<file path="src/mpvw_consts.svh">
`ifndef MPVW_CONSTS_SVH
`define MPVW_CONSTS_SVH

// register indices (byte address is four times the index)
`define MPVW_IDX_PAUSE_CONTROL   4'h8
`define MPVW_IDX_TAG_PRIMARY     4'h9
`define MPVW_IDX_TAG_SECONDARY   4'ha
`define MPVW_IDX_WAKE_FILTER     4'hb
`define MPVW_ADDR_PAUSE_CONTROL  8'h20
`define MPVW_ADDR_TAG_PRIMARY    8'h24
`define MPVW_ADDR_TAG_SECONDARY  8'h28
`define MPVW_ADDR_WAKE_FILTER    8'h2c

// pause control fields
`define MPVW_PC_BUSY_BIT         0
`define MPVW_PC_ENABLE_BIT       1
`define MPVW_PC_PASS_BIT         2
`define MPVW_PC_TIME_LSB         16
`define MPVW_PC_TIME_MSB         31

// reset values
`define MPVW_RST_PAUSE_CONTROL   32'h0000_0000
`define MPVW_RST_TAG             16'h0000
`define MPVW_RST_FILTER_WORD     32'h0000_0000

// frame lengths and timing
`define MPVW_MAX_LEN_PLAIN       11'd1518
`define MPVW_MAX_LEN_TAGGED      11'd1522
`define MPVW_SLOT_TIME_NS        5120
`define MPVW_CLK_PERIOD_NS       20
`define MPVW_SLOT_CYCLES \
  ((`MPVW_SLOT_TIME_NS + `MPVW_CLK_PERIOD_NS - 1) / `MPVW_CLK_PERIOD_NS)
`define MPVW_FILTER_WORDS        8

`endif

</file>
<file path="src/mpvw_pkg.sv">
package mpvw_pkg;
  typedef logic [31:0] mpvw_word_t;
  typedef logic [15:0] mpvw_tag_t;
  typedef enum logic [1:0] {
    MPVW_TX_IDLE,
    MPVW_TX_PAUSE_SEND,
    MPVW_TX_BACKPRESS
  } mpvw_tx_e;
endpackage

</file>
<file path="src/mpvw_filter_if.sv">
`timescale 1ns/100ps
interface mpvw_filter_if #(parameter int DEPTH = 8);
  logic                     wr_en;
  logic [$clog2(DEPTH)-1:0] wr_idx;
  logic [31:0]              wr_data;
  logic [$clog2(DEPTH)-1:0] rd_idx;
  logic [31:0]              rd_data;
  modport ctrl (output wr_en, output wr_idx, output wr_data,
                output rd_idx, input rd_data);
  modport mem (input wr_en, input wr_idx, input wr_data,
               input rd_idx, output rd_data);
endinterface

</file>
<file path="src/mpvw_filter_mem.sv">
`timescale 1ns/100ps
`include "mpvw_consts.svh"
module mpvw_filter_mem #(
  parameter int DEPTH = 8
) (
  // clock and reset
  input  wire logic         mclk_in,
  input  wire logic         rst_in,
  // filter access
  mpvw_filter_if.mem        fif
);
  logic [31:0] word_reg [DEPTH];
  logic [31:0] rd_reg;

  genvar g;
  generate
    for (g = 0; g < DEPTH; g++) begin : g_word
      always_ff @(posedge mclk_in) begin
        if (rst_in) begin
          word_reg[g] <= `MPVW_RST_FILTER_WORD;
        end else if (fif.wr_en && fif.wr_idx == g) begin
          word_reg[g] <= fif.wr_data;
        end
      end
    end
  endgenerate

  always_ff @(posedge mclk_in) begin
    rd_reg <= word_reg[fif.rd_idx];
  end

  assign fif.rd_data = rd_reg;
endmodule

</file>
<file path="src/mpvw_top.sv">
`timescale 1ns/100ps
`include "mpvw_consts.svh"
module mpvw_top #(
  parameter int FILTER_WORDS = `MPVW_FILTER_WORDS,
  parameter int SLOT_CYCLES  = `MPVW_SLOT_CYCLES
) (
  // clock and reset
  input  wire logic        mclk_in,
  input  wire logic        rst_in,
  // apb slave
  input  wire logic        psel_in,
  input  wire logic        penable_in,
  input  wire logic        pwrite_in,
  input  wire logic [7:0]  paddr_in,
  input  wire logic [31:0] pwdata_in,
  output logic      [31:0] prdata_out,
  output logic             pready_out,
  output logic             pslverr_out,
  // link status and requests
  input  wire logic        full_duplex_in,
  input  wire logic        tx_enable_in,
  input  wire logic        pause_req_in,
  input  wire logic        backpress_req_in,
  // received frame bytes
  input  wire logic        rx_valid_in,
  input  wire logic        rx_sof_in,
  input  wire logic [7:0]  rx_byte_in,
  input  wire logic        rx_eof_in,
  input  wire logic        rx_ctrl_ok_in,
  // pause frame transmitter
  output logic             pause_frame_start_out,
  output logic      [15:0] pause_frame_time_out,
  input  wire logic        pause_frame_done_in,
  // mac datapath controls
  output logic             tx_stall_out,
  output logic             backpress_out,
  output logic             rx_tag_a_out,
  output logic             rx_tag_b_out,
  output logic      [10:0] rx_max_len_out,
  // wake filter read side
  input  wire logic [2:0]  filter_rd_idx_in,
  output logic      [31:0] filter_rd_data_out
);
  localparam int PW = $clog2(FILTER_WORDS);

  // registers
  logic                  fc_enable_reg;
  logic                  fc_pass_reg;
  logic [15:0]           fc_time_reg;
  mpvw_pkg::mpvw_tag_t   tag_a_reg;
  mpvw_pkg::mpvw_tag_t   tag_b_reg;
  logic [PW-1:0]         wptr_reg;
  logic [PW-1:0]         wptr_next;
  logic [31:0]           prdata_reg;
  mpvw_pkg::mpvw_tx_e    tx_state_reg;
  mpvw_pkg::mpvw_tx_e    tx_state_next;
  logic [15:0]           quanta_reg;
  logic [15:0]           slot_reg;
  logic [3:0]            rx_cnt_reg;
  logic [7:0]            rx_hi_reg;
  logic [7:0]            rx_pt_hi_reg;
  logic [15:0]           rx_pause_reg;
  logic                  rx_tag_a_reg;
  logic                  rx_tag_b_reg;
  logic [15:0]           pause_time_reg;
  logic                  pause_start_reg;

  // apb decode
  wire apb_access = psel_in && penable_in;
  wire apb_wr     = apb_access && pwrite_in;
  wire apb_rd     = apb_access && !pwrite_in;
  wire sel_pc     = paddr_in == `MPVW_ADDR_PAUSE_CONTROL;
  wire sel_ta     = paddr_in == `MPVW_ADDR_TAG_PRIMARY;
  wire sel_tb     = paddr_in == `MPVW_ADDR_TAG_SECONDARY;
  wire sel_wf     = paddr_in == `MPVW_ADDR_WAKE_FILTER;
  wire sel_any    = sel_pc || sel_ta || sel_tb || sel_wf;
  wire busy       = tx_state_reg != mpvw_pkg::MPVW_TX_IDLE;
  wire wf_write   = apb_wr && sel_wf;

  wire [31:0] pc_view = {fc_time_reg, 13'h0, fc_pass_reg,
                         fc_enable_reg, busy};
  wire [31:0] rd_mux =
      sel_pc ? pc_view :
      sel_ta ? {16'h0000, tag_a_reg} :
      sel_tb ? {16'h0000, tag_b_reg} :
      32'h0000_0000;

  assign pready_out  = 1'b1;
  assign pslverr_out = apb_access && !sel_any;
  assign prdata_out  = prdata_reg;

  always_ff @(posedge mclk_in) begin
    if (rst_in) begin
      prdata_reg <= 32'h0000_0000;
    end else if (psel_in && !penable_in && !pwrite_in) begin
      prdata_reg <= rd_mux;
    end
  end

  // register writes; busy bit position is ignored
  always_ff @(posedge mclk_in) begin
    if (rst_in) begin
      fc_enable_reg <= 1'(`MPVW_RST_PAUSE_CONTROL >> `MPVW_PC_ENABLE_BIT);
      fc_pass_reg   <= 1'b0;
      fc_time_reg   <= 16'h0000;
      tag_a_reg     <= `MPVW_RST_TAG;
      tag_b_reg     <= `MPVW_RST_TAG;
    end else if (apb_wr) begin
      if (sel_pc) begin
        fc_enable_reg <= pwdata_in[`MPVW_PC_ENABLE_BIT];
        fc_pass_reg   <= pwdata_in[`MPVW_PC_PASS_BIT];
        fc_time_reg   <= pwdata_in[`MPVW_PC_TIME_MSB:`MPVW_PC_TIME_LSB];
      end
      if (sel_ta) begin
        tag_a_reg <= pwdata_in[15:0];
      end
      if (sel_tb) begin
        tag_b_reg <= pwdata_in[15:0];
      end
    end
  end

  // wake filter write pointer
  assign wptr_next = (wptr_reg == PW'(FILTER_WORDS - 1)) ? '0
                   : wptr_reg + PW'(1);

  always_ff @(posedge mclk_in) begin
    if (rst_in) begin
      wptr_reg <= '0;
    end else if (wf_write) begin
      wptr_reg <= wptr_next;
    end
  end

  mpvw_filter_if #(.DEPTH(FILTER_WORDS)) fif ();
  assign fif.wr_en   = wf_write;
  assign fif.wr_idx  = wptr_reg;
  assign fif.wr_data = pwdata_in;
  assign fif.rd_idx  = PW'(filter_rd_idx_in);
  assign filter_rd_data_out = fif.rd_data;

  mpvw_filter_mem #(.DEPTH(FILTER_WORDS)) u_mem (
    .mclk_in (mclk_in),
    .rst_in  (rst_in),
    .fif     (fif)
  );

  // receive parse: bytes 13-14 tag, pause time at bytes 15-16
  wire decode_on  = fc_enable_reg && full_duplex_in;
  wire rx_byte14  = rx_valid_in && rx_cnt_reg == 4'd13;
  wire rx_byte18  = rx_valid_in && rx_cnt_reg == 4'd15 + 4'd0;
  wire [15:0] rx_tag_word = {rx_hi_reg, rx_byte_in};
  // pause time including the byte arriving with end of frame
  wire [15:0] rx_pause_now = rx_byte18 ? {rx_pt_hi_reg, rx_byte_in}
                                       : rx_pause_reg;

  always_ff @(posedge mclk_in) begin
    if (rst_in || (rx_valid_in && rx_sof_in)) begin
      rx_cnt_reg   <= (rx_valid_in && rx_sof_in) ? 4'd1 : 4'd0;
      rx_hi_reg    <= 8'h00;
      rx_pt_hi_reg <= 8'h00;
      rx_pause_reg <= 16'h0000;
      rx_tag_a_reg <= 1'b0;
      rx_tag_b_reg <= 1'b0;
    end else if (rx_valid_in) begin
      if (rx_cnt_reg != 4'hf) begin
        rx_cnt_reg <= rx_cnt_reg + 4'd1;
      end
      rx_hi_reg <= rx_byte_in;
      if (rx_byte14) begin
        rx_tag_a_reg <= rx_tag_word == tag_a_reg;
        rx_tag_b_reg <= rx_tag_word == tag_b_reg;
      end
      if (rx_cnt_reg == 4'd14) begin
        rx_pt_hi_reg <= rx_byte_in;
      end
      if (rx_byte18) begin
        rx_pause_reg <= {rx_pt_hi_reg, rx_byte_in};
      end
    end
  end

  assign rx_tag_a_out   = rx_tag_a_reg;
  assign rx_tag_b_out   = rx_tag_b_reg;
  assign rx_max_len_out = (rx_tag_a_reg || rx_tag_b_reg)
                        ? `MPVW_MAX_LEN_TAGGED
                        : `MPVW_MAX_LEN_PLAIN;

  // received pause: stall for quanta x slot
  wire pause_rx = decode_on && rx_valid_in && rx_eof_in && rx_ctrl_ok_in;

  always_ff @(posedge mclk_in) begin
    if (rst_in || !decode_on) begin
      quanta_reg <= 16'h0000;
      slot_reg   <= 16'h0000;
    end else if (pause_rx) begin
      quanta_reg <= rx_pause_now;
      slot_reg   <= 16'(SLOT_CYCLES - 1);
    end else if (quanta_reg != 16'h0000) begin
      if (slot_reg == 16'h0000) begin
        quanta_reg <= quanta_reg - 16'd1;
        slot_reg   <= 16'(SLOT_CYCLES - 1);
      end else begin
        slot_reg <= slot_reg - 16'd1;
      end
    end
  end

  assign tx_stall_out = quanta_reg != 16'h0000;

  // pause send / backpressure busy state
  always_comb begin
    tx_state_next = tx_state_reg;
    case (tx_state_reg)
      mpvw_pkg::MPVW_TX_IDLE: begin
        if (fc_enable_reg && tx_enable_in) begin
          if (full_duplex_in && pause_req_in) begin
            tx_state_next = mpvw_pkg::MPVW_TX_PAUSE_SEND;
          end else if (!full_duplex_in && backpress_req_in) begin
            tx_state_next = mpvw_pkg::MPVW_TX_BACKPRESS;
          end
        end
      end
      mpvw_pkg::MPVW_TX_PAUSE_SEND: begin
        if (pause_frame_done_in) begin
          tx_state_next = mpvw_pkg::MPVW_TX_IDLE;
        end
      end
      mpvw_pkg::MPVW_TX_BACKPRESS: begin
        if (!backpress_req_in || !fc_enable_reg || full_duplex_in) begin
          tx_state_next = mpvw_pkg::MPVW_TX_IDLE;
        end
      end
      default: tx_state_next = mpvw_pkg::MPVW_TX_IDLE;
    endcase
  end

  wire start_pause = tx_state_reg == mpvw_pkg::MPVW_TX_IDLE &&
                     tx_state_next == mpvw_pkg::MPVW_TX_PAUSE_SEND;

  always_ff @(posedge mclk_in) begin
    if (rst_in) begin
      tx_state_reg    <= mpvw_pkg::MPVW_TX_IDLE;
      pause_start_reg <= 1'b0;
      pause_time_reg  <= 16'h0000;
    end else begin
      tx_state_reg    <= tx_state_next;
      pause_start_reg <= start_pause;
      if (start_pause) begin
        pause_time_reg <= fc_time_reg;
      end
    end
  end

  assign pause_frame_start_out = pause_start_reg;
  assign pause_frame_time_out  = pause_time_reg;
  assign backpress_out = tx_state_reg == mpvw_pkg::MPVW_TX_BACKPRESS;
endmodule

</file>
<file path="config.mk">
export PLATFORM = sky130hd
export DESIGN_NAME = mpvw_top
export DESIGN_NICKNAME = d
export VERILOG_FILES = /design/src/mpvw_pkg.sv /design/src/mpvw_filter_if.sv /design/src/mpvw_filter_mem.sv /design/src/mpvw_top.sv
export VERILOG_INCLUDE_DIRS = /design/src
export SDC_FILE = /design/constraint.sdc
export NUM_CORES = 1
export LEC_CHECK = 0
export BUFFER_PORTS_ARGS = -buffer_cell sky130_fd_sc_hd__buf_2
export CORE_ASPECT_RATIO = 1.25
export CORE_UTILIZATION = 54
export DETAILED_ROUTE_END_ITERATION = 6
export HOLD_SLACK_MARGIN = 0.02
export PLACE_DENSITY = 0.76
export SETUP_SLACK_MARGIN = 0.3
export SLEW_MARGIN = 20
export SYNTH_ARGS = -nofsm -noshare
export SYNTH_HDL_FRONTEND = slang
export SYNTH_SLANG_ARGS = --single-unit
</file>
<file path="constraint.sdc">
create_clock -name mclk_in -period 2.6 [get_ports mclk_in]
set_input_delay 0.26 -clock mclk_in [delete_from_list [all_inputs] [get_ports mclk_in]]
set_output_delay 0.26 -clock mclk_in [all_outputs]
set_load 0.1 [all_outputs]
</file>
After elaboration in Yosys (flattened, before gate mapping). Memory sizes are Yosys's and may differ from the RTL's. A register that Yosys moved wholly into a read port is not among the register bits. Index checks and enable logic that the tools add are counted.

Register bits after elaboration: 174. Memories: 1. Bits in latches: 0. Output and inout bits: 98. ROM bits: 0. Bits in writable memories: 256. Input bits: 65.

$mul: 0. Eq/ne operators: 20. Shift operators: 0. Add/subtract/negate cells: 4. Reductions and logical operators: 57. $lt $le $gt $ge: 0. Multiplexer cells: 56. Divide/modulo/power cells: 0. Bitwise operators: 8.

Memory list: u_mem.word_reg (depth 8, bits a word 32, read ports 1, clocked after Yosys merged registers in 1, write ports 8, RTL line mpvw_filter_mem.sv:12) `logic [31:0] word_reg [DEPTH];`.

Operator list (count): $mux 32 (9); $mux 16 (7); $eq 16x16->1 (2); $eq 8x6->1 const B (4); $sub 16x1->16 const B (2); $mux 1 (27); $logic_and 1x1->1 (25); $logic_not 16->1 (1); $mux 8 (2); $reduce_bool 16->1 (1); $reduce_and 2->1 (7); $eq 3x3->1 const B (4); $eq 4x4->1 const B (3); $mux 4 (3); $mux 2 (5); $reduce_bool 2->1 (5); $logic_or 1x1->1 (8); $or 1x1->1 (8); $logic_not 1->1 (7); $eq 3x2->1 const B (2); $pmux 2 s3 (1); $mux 5 (1); $add 4x1->4 const B (1); $eq 2x1->1 const B (2); 8 further kinds (8).

Longest topological paths before layout.
Depth after elaboration: 8. Gate-level depth with buffers: 8. Depth with buffers taken out: 7.

Hierarchy. From an unflattened synthesis, not the netlist that was laid out.

Cells, all modules: 1673. Area total of the unflattened synthesis: 19826.5 um2.

By module, submodules not included: mpvw_filter_mem (cells an instance 762, area an instance 12144.1 um2, times used 1); mpvw_top (cells an instance 911, area an instance 7682.4 um2, times used 1).

Worst setup path after synthesis. No wires, ideal clock.

Path type: register to register. Start point: register quanta_reg[2]. End point: register slot_reg[1]. Library setup time: 132 ps. Data required time: 2468 ps. Stages on the path, launching flop included: 5. Arrival: 2647 ps. Path slack: -180 ps. Cell sequence: dfxtp_1 -> nor4_1 -> nand4_1 -> o21ai_0 -> a21oi_1.

Cells in the longest elaborated chain, start to end: 2.

RTL lines: start, declared (RTL line mpvw_top.sv:57) `logic [15:0] quanta_reg;`; start signal, assigned (RTL line mpvw_top.sv:197) `quanta_reg <= rx_pause_now;`; start signal, assigned (RTL line mpvw_top.sv:201) `quanta_reg <= quanta_reg - 16'd1;`; $reduce_bool 16->1; named net tx_stall_out (RTL line mpvw_top.sv:35) `output logic tx_stall_out,`; $reduce_bool 2->1 (no line); end signal, assigned (RTL line mpvw_top.sv:198) `slot_reg <= 16'(SLOT_CYCLES - 1);`; end signal, assigned (RTL line mpvw_top.sv:202) `slot_reg <= 16'(SLOT_CYCLES - 1);`; end signal, assigned (RTL line mpvw_top.sv:204) `slot_reg <= slot_reg - 16'd1;`; end, declared (RTL line mpvw_top.sv:58) `logic [15:0] slot_reg;`.

The timed path passes the listed nets, and every way through them passes these cells. A chain may end at the register's enable or synchronous reset.

Final worst setup path.
Start point: register quanta_reg[0]. End point: output tx_stall_out.

Cells in the longest elaborated chain, start to end: 1.

RTL lines: $reduce_bool 16->1 (RTL line mpvw_top.sv:209) `assign tx_stall_out = quanta_reg != 16'h0000;`; end, declared (RTL line mpvw_top.sv:35).

Every way passes these cells.

==> results <==
- The via count of the first global-routing pass is 12,900.
- The initial antenna violation count was 4.
- STA classifies the critical path endpoint as a primary output.
- The number of buffers created by CTS is 44.
- At the pin with the least slew margin, the transition time is 1.03 ns.
- The post-layout minimum cycle time is 2.24 ns.
- The total routing resource utilization after global routing is 24.6%.
- The number of pins with negative max-slew slack in the final report is 0.
- The worst path uses 86.1% of the clock period.
- The top cell type by total area after synthesis is sky130_fd_sc_hd__edfxtp_1.
- The minimum setup slack in the final design is 0.360 ns.
- The checks that failed: DRC.
- The last weighted congestion value of the routability-driven placer is 0.915.
- The number of iterations in the first detailed-routing pass is 7.
- For this configuration, the core starts out at a cell density of 54.7%.
- The die area is 37,400 um2.
- The kind of start point of the critical path is a flip-flop.
- The worst setup slack before clock tree synthesis is 0.0961 ns.
- In the final layout, the multi-input gates occupy 7480 um2.
- The category of the critical setup timing path is flip-flop to primary output.
- The DRC violations left is 1.
- The maximum clock insertion buffer count is 3.
- The final-layout setup total negative slack is 0 ns.
- The fraction of final layout cells with drive strength greater than 1 is 22.8%.
- Counting buffers and inverters, the worst setup path is 6 cells deep.
- The power per standard cell area is 690 nW/um2.
- The number of levels the H-tree was split into is 2.
- For this run, the post-layout net count is 1,831.
- The detail route stage leaves a number of antenna-violating nets equal to 0.
- In this run the horizontal extent of the chip is 173 um.
- The endpoint of the worst-slack reg-to-reg timing path is slot_reg[4]$_SDFFE_PP0P_.
- Among all flip-flop cells after synthesis, the most frequent one is sky130_fd_sc_hd__edfxtp_1.
- In this run the worst hold path is classified as input pin to flip-flop.
- The average size of a mapped cell is 12.3 um2.
- The standby leakage power is 9.42 nW.
- The aggregate routed wire length is 46,200 um.
- Summing every instance area after synthesis gives 19,800 um2.
- After synthesis, the cell types taking the most area are sky130_fd_sc_hd__edfxtp_1 39%, sky130_fd_sc_hd__dfxtp_1 20%, sky130_fd_sc_hd__mux4_2 7.3%.
- Registers take 11,900 um2.
- The number of buffers and inverters on the critical path is 3.
- The run finished, with violations left.
- The post-route clock skew is 0.0143 ns.
- The worst register-to-register path begins at slot_reg[8]$_SDFFE_PP0P_.
- The arrival time reported for the critical path endpoint is 1.98 ns.
- The number of port buffers is 153.
- For this block, the via count after detailed routing is 13,300.
- Clock latency on the worst-skew pair, taken at its later pin, is 0.56 ns.
- Grouping stages by cell kind, the critical path spends the most delay in buffers and inverters.
- VDD sags by at most 0.654 mV.
- The worst path required time is 2.34 ns.
- The final count of hold timing violations is 0.
- The final-report setup violation count is 0.
- The count of unique library cells instantiated by Yosys is 59.
- The floorplan row count is 78.
- The I/O pin count is 163.
- After technology mapping, the gate count stands at 1,613.
- The number of enable flip-flop cells after synthesis is 260.
- The growth of design area from synthesis to finish is 15.6%.
- The register with the most flip-flops in the layout has 256 of them.
- TritonCTS built the clock tree.
- The register-to-register setup slack is 0.38 ns.
- The clock-pin slew on the worst setup and hold paths is 0.06 ns.
- The largest single stage delay on the critical path is 0.35 ns.
- The tree is rooted in a sky130_fd_sc_hd__clkbuf_16.
- The tightest slew margin relative to the limit is 31.1%.
- Yosys printed 0 warnings.
- The wire length of the first global-routing pass is 71,600 um.
- Tracing the worst setup path back leads to its startpoint at quanta_reg[0]$_SDFFE_PP0P_.
- The share of synthesized registers carrying an async set or reset is 0%.
- After global routing the overflow that remains totals 0.
- For this design, the sink count on the clock tree is 462.
- After detailed routing, the average wire length per cell comes to 20.3 um.
- The area of the core region is 36,200 um2.
- Setup repair after global routing could not meet its margin everywhere.
- The critical-path maximum fanout is 7.
- The maximum number of pins on one net before global-route repair is 65.
- The flip-flop and latch count after synthesis is 462.
- The number of cells on the worst reg-to-reg path is 7.
- Measured along the y axis, the die boundary spans 216 um.
- The timing endpoint of the critical path is tx_stall_out.
- After legalization and detailed placement, the total HPWL measured 30,100 um.
- The layout has 2,707 filler cells.
- Walking the worst path, the cells encountered are inv_1, ha_1, buf_4, nor3b_4, nand4_1, buf_12.
- Sequential cells were found to cover 59.8% of the synthesized design area.
- Based on the critical path, the design can be clocked at up to 447 MHz.
- Using the TritonRoute via totals, the vias-per-cell ratio works out to 5.85.
- In this run, the number of DRC markers left after iteration 0 of detailed routing was 1,034.
- The max-cap check violation count is 0.
- The area fraction of the dominant cell type after synthesis is 39.4%.
- The cell with the biggest individual delay on the critical path is sky130_fd_sc_hd__dfxtp_1.
[worst min path at each step]
stage | startpoint | endpoint | slack (ns) | cells past startpoint
2_1_floorplan | rx_byte_in[0] | rx_pt_hi_reg[0]$_SDFFE_PP0P_ | 0.40 | 2
5_1_grt | rx_byte_in[4] | rx_pt_hi_reg[4]$_SDFFE_PP0P_ | 0.03 | 3
3_3_place_gp | prdata_out[13]$_SDFFE_PP0P_ | prdata_out[13]$_SDFFE_PP0P_ | 0.44 | 2
4_1_cts | rx_byte_in[7] | rx_pt_hi_reg[7]$_SDFFE_PP0P_ | 0.02 | 3
6_report | rx_byte_in[4] | rx_pt_hi_reg[4]$_SDFFE_PP0P_ | 0.04 | 3
3_5_place_dp | prdata_out[10]$_SDFFE_PP0P_ | prdata_out[10]$_SDFFE_PP0P_ | 0.44 | 2
[tightest hold or removal path: stages]
cell and delay [ns]:
sky130_fd_sc_hd__buf_2 0.15, sky130_fd_sc_hd__nand2_1 0.07, sky130_fd_sc_hd__a21oi_1 0.05
[kinds of logic (layout without fill, tap and decap cells)]
family                   Yosys count  after routing  synth area share, %
other                              2             10               0.0379
AND/OR/NAND/NOR                  643            643                 17.3
adder cells (fa/ha/maj)           12             12                0.758
multiplexers                     160            160                 12.3
flip-flops                       462            462                 59.8
XOR/XNOR                          45             45                 1.99
buffers and inverters            140            310                 3.24
AO/OA/AOI/OAI                    149            149                 4.51
[layout make-up]
type                       instances  share of cell area [%]
multi-input combinational       1018                    32.7
clock buffer                      57                    5.25
inverter                          19                   0.328
sequential                       462                    51.8
timing repair buffer             209                    6.02
clock inverter                    25                    1.26
tap                              480                    2.62
antenna                            1                  0.0109
[where the power goes]
group          internal [mW]  switching (mW)  total (mW)
logic                  0.324           0.872        1.20
registers               7.89          0.0702        7.96
clock network           3.88            2.76        6.63
total                   12.1            3.70        15.8
[layout by cell type, fill, tap and decap left out, types with 7 or more instances in the layout]
cell type                       Yosys  layout
sky130_fd_sc_hd__nand4_1           18      18
sky130_fd_sc_hd__nor3_1            21      19
sky130_fd_sc_hd__o21ai_0           20      19
sky130_fd_sc_hd__clkbuf_16          0      45
sky130_fd_sc_hd__edfxtp_1         260     260
sky130_fd_sc_hd__dfxtp_1          202     199
sky130_fd_sc_hd__a22oi_1           16      16
sky130_fd_sc_hd__nand2_1          163     163
sky130_fd_sc_hd__and3_1           170     169
sky130_fd_sc_hd__buf_4             13      36
sky130_fd_sc_hd__xnor2_1           20      20
sky130_fd_sc_hd__mux4_2            64      64
sky130_fd_sc_hd__mux2_2            33      33
sky130_fd_sc_hd__inv_1             19      18
sky130_fd_sc_hd__clkinv_2           0       8
sky130_fd_sc_hd__xor2_1            25      25
sky130_fd_sc_hd__conb_1             2       9
sky130_fd_sc_hd__nor4_1            11       8
sky130_fd_sc_hd__clkbuf_1          73       9
sky130_fd_sc_hd__and2_1           103     103
sky130_fd_sc_hd__mux2i_1           63      63
sky130_fd_sc_hd__nor2_1            93      93
sky130_fd_sc_hd__ha_1              12      12
sky130_fd_sc_hd__buf_2              4     151
sky130_fd_sc_hd__buf_12             0      13
sky130_fd_sc_hd__dlygate4sd3_1      0       7
sky130_fd_sc_hd__a21oi_1           68      68
sky130_fd_sc_hd__nand3_1           16      15
[stage by stage]
stage	hold slack, ns	power, mW	utilization (%)	area (um2)	cells
final	0.0357	15.8	63.2	22900	2271
after global routing	0.0304	16.2	63.2	22900	2271
after CTS	0.0208	15.9	62.9	22800	2266
after detailed placement	0.444	9.31	58.5	21200	2177
after global placement	0.438	9.29	58.5	21200	2177
after floorplan	0.396	8.96	-	19900	1620
[routing by layer]
| metal | track usage, % | part of all wire (%) |
|---|---|---|
| met2 | 42.0 | 51 |
| met3 | 4.19 | 6.5 |
| met1 | 31.7 | 40 |
| met5 | 0 | 0.089 |
| met4 | 8.29 | 2.7 |
[timing repair]
action                                  4_1_cts  5_1_grt
hold buffers                                  7        0
endpoints found under the setup margin        1       23
pin swaps                                     0        3
gates resized for setup                       3       17
endpoints found under the hold margin         5        0
buffers inserted                              0        4
[synthesized netlist by cell type, types with 4 or more instances]
cell / instances
sky130_fd_sc_hd__nor4_1: 11
sky130_fd_sc_hd__nor3_1: 21
sky130_fd_sc_hd__xnor2_1: 20
sky130_fd_sc_hd__or2_2: 4
sky130_fd_sc_hd__or3_1: 6
sky130_fd_sc_hd__o31ai_1: 4
sky130_fd_sc_hd__ha_1: 12
sky130_fd_sc_hd__mux2_2: 33
sky130_fd_sc_hd__o21ai_0: 20
sky130_fd_sc_hd__nor2_1: 93
sky130_fd_sc_hd__mux2i_1: 63
sky130_fd_sc_hd__dfxtp_1: 202
sky130_fd_sc_hd__clkbuf_1: 73
sky130_fd_sc_hd__buf_2: 4
sky130_fd_sc_hd__o21ai_1: 6
sky130_fd_sc_hd__and2_1: 103
sky130_fd_sc_hd__buf_6: 6
sky130_fd_sc_hd__a22oi_1: 16
sky130_fd_sc_hd__or4_1: 5
sky130_fd_sc_hd__buf_1: 11
sky130_fd_sc_hd__and3_1: 170
sky130_fd_sc_hd__a21o_1: 11
sky130_fd_sc_hd__clkbuf_2: 14
sky130_fd_sc_hd__nand4_1: 18
sky130_fd_sc_hd__nand2_1: 163
sky130_fd_sc_hd__a221oi_1: 6
sky130_fd_sc_hd__a31oi_1: 5
sky130_fd_sc_hd__mux4_2: 64
sky130_fd_sc_hd__edfxtp_1: 260
sky130_fd_sc_hd__xor2_1: 25
sky130_fd_sc_hd__nand2b_1: 5
sky130_fd_sc_hd__buf_4: 13
sky130_fd_sc_hd__nand3_1: 16
sky130_fd_sc_hd__a21oi_1: 68
sky130_fd_sc_hd__inv_1: 19
sky130_fd_sc_hd__nor2b_1: 7
Note: power is estimated with default switching activity, not from simulation.
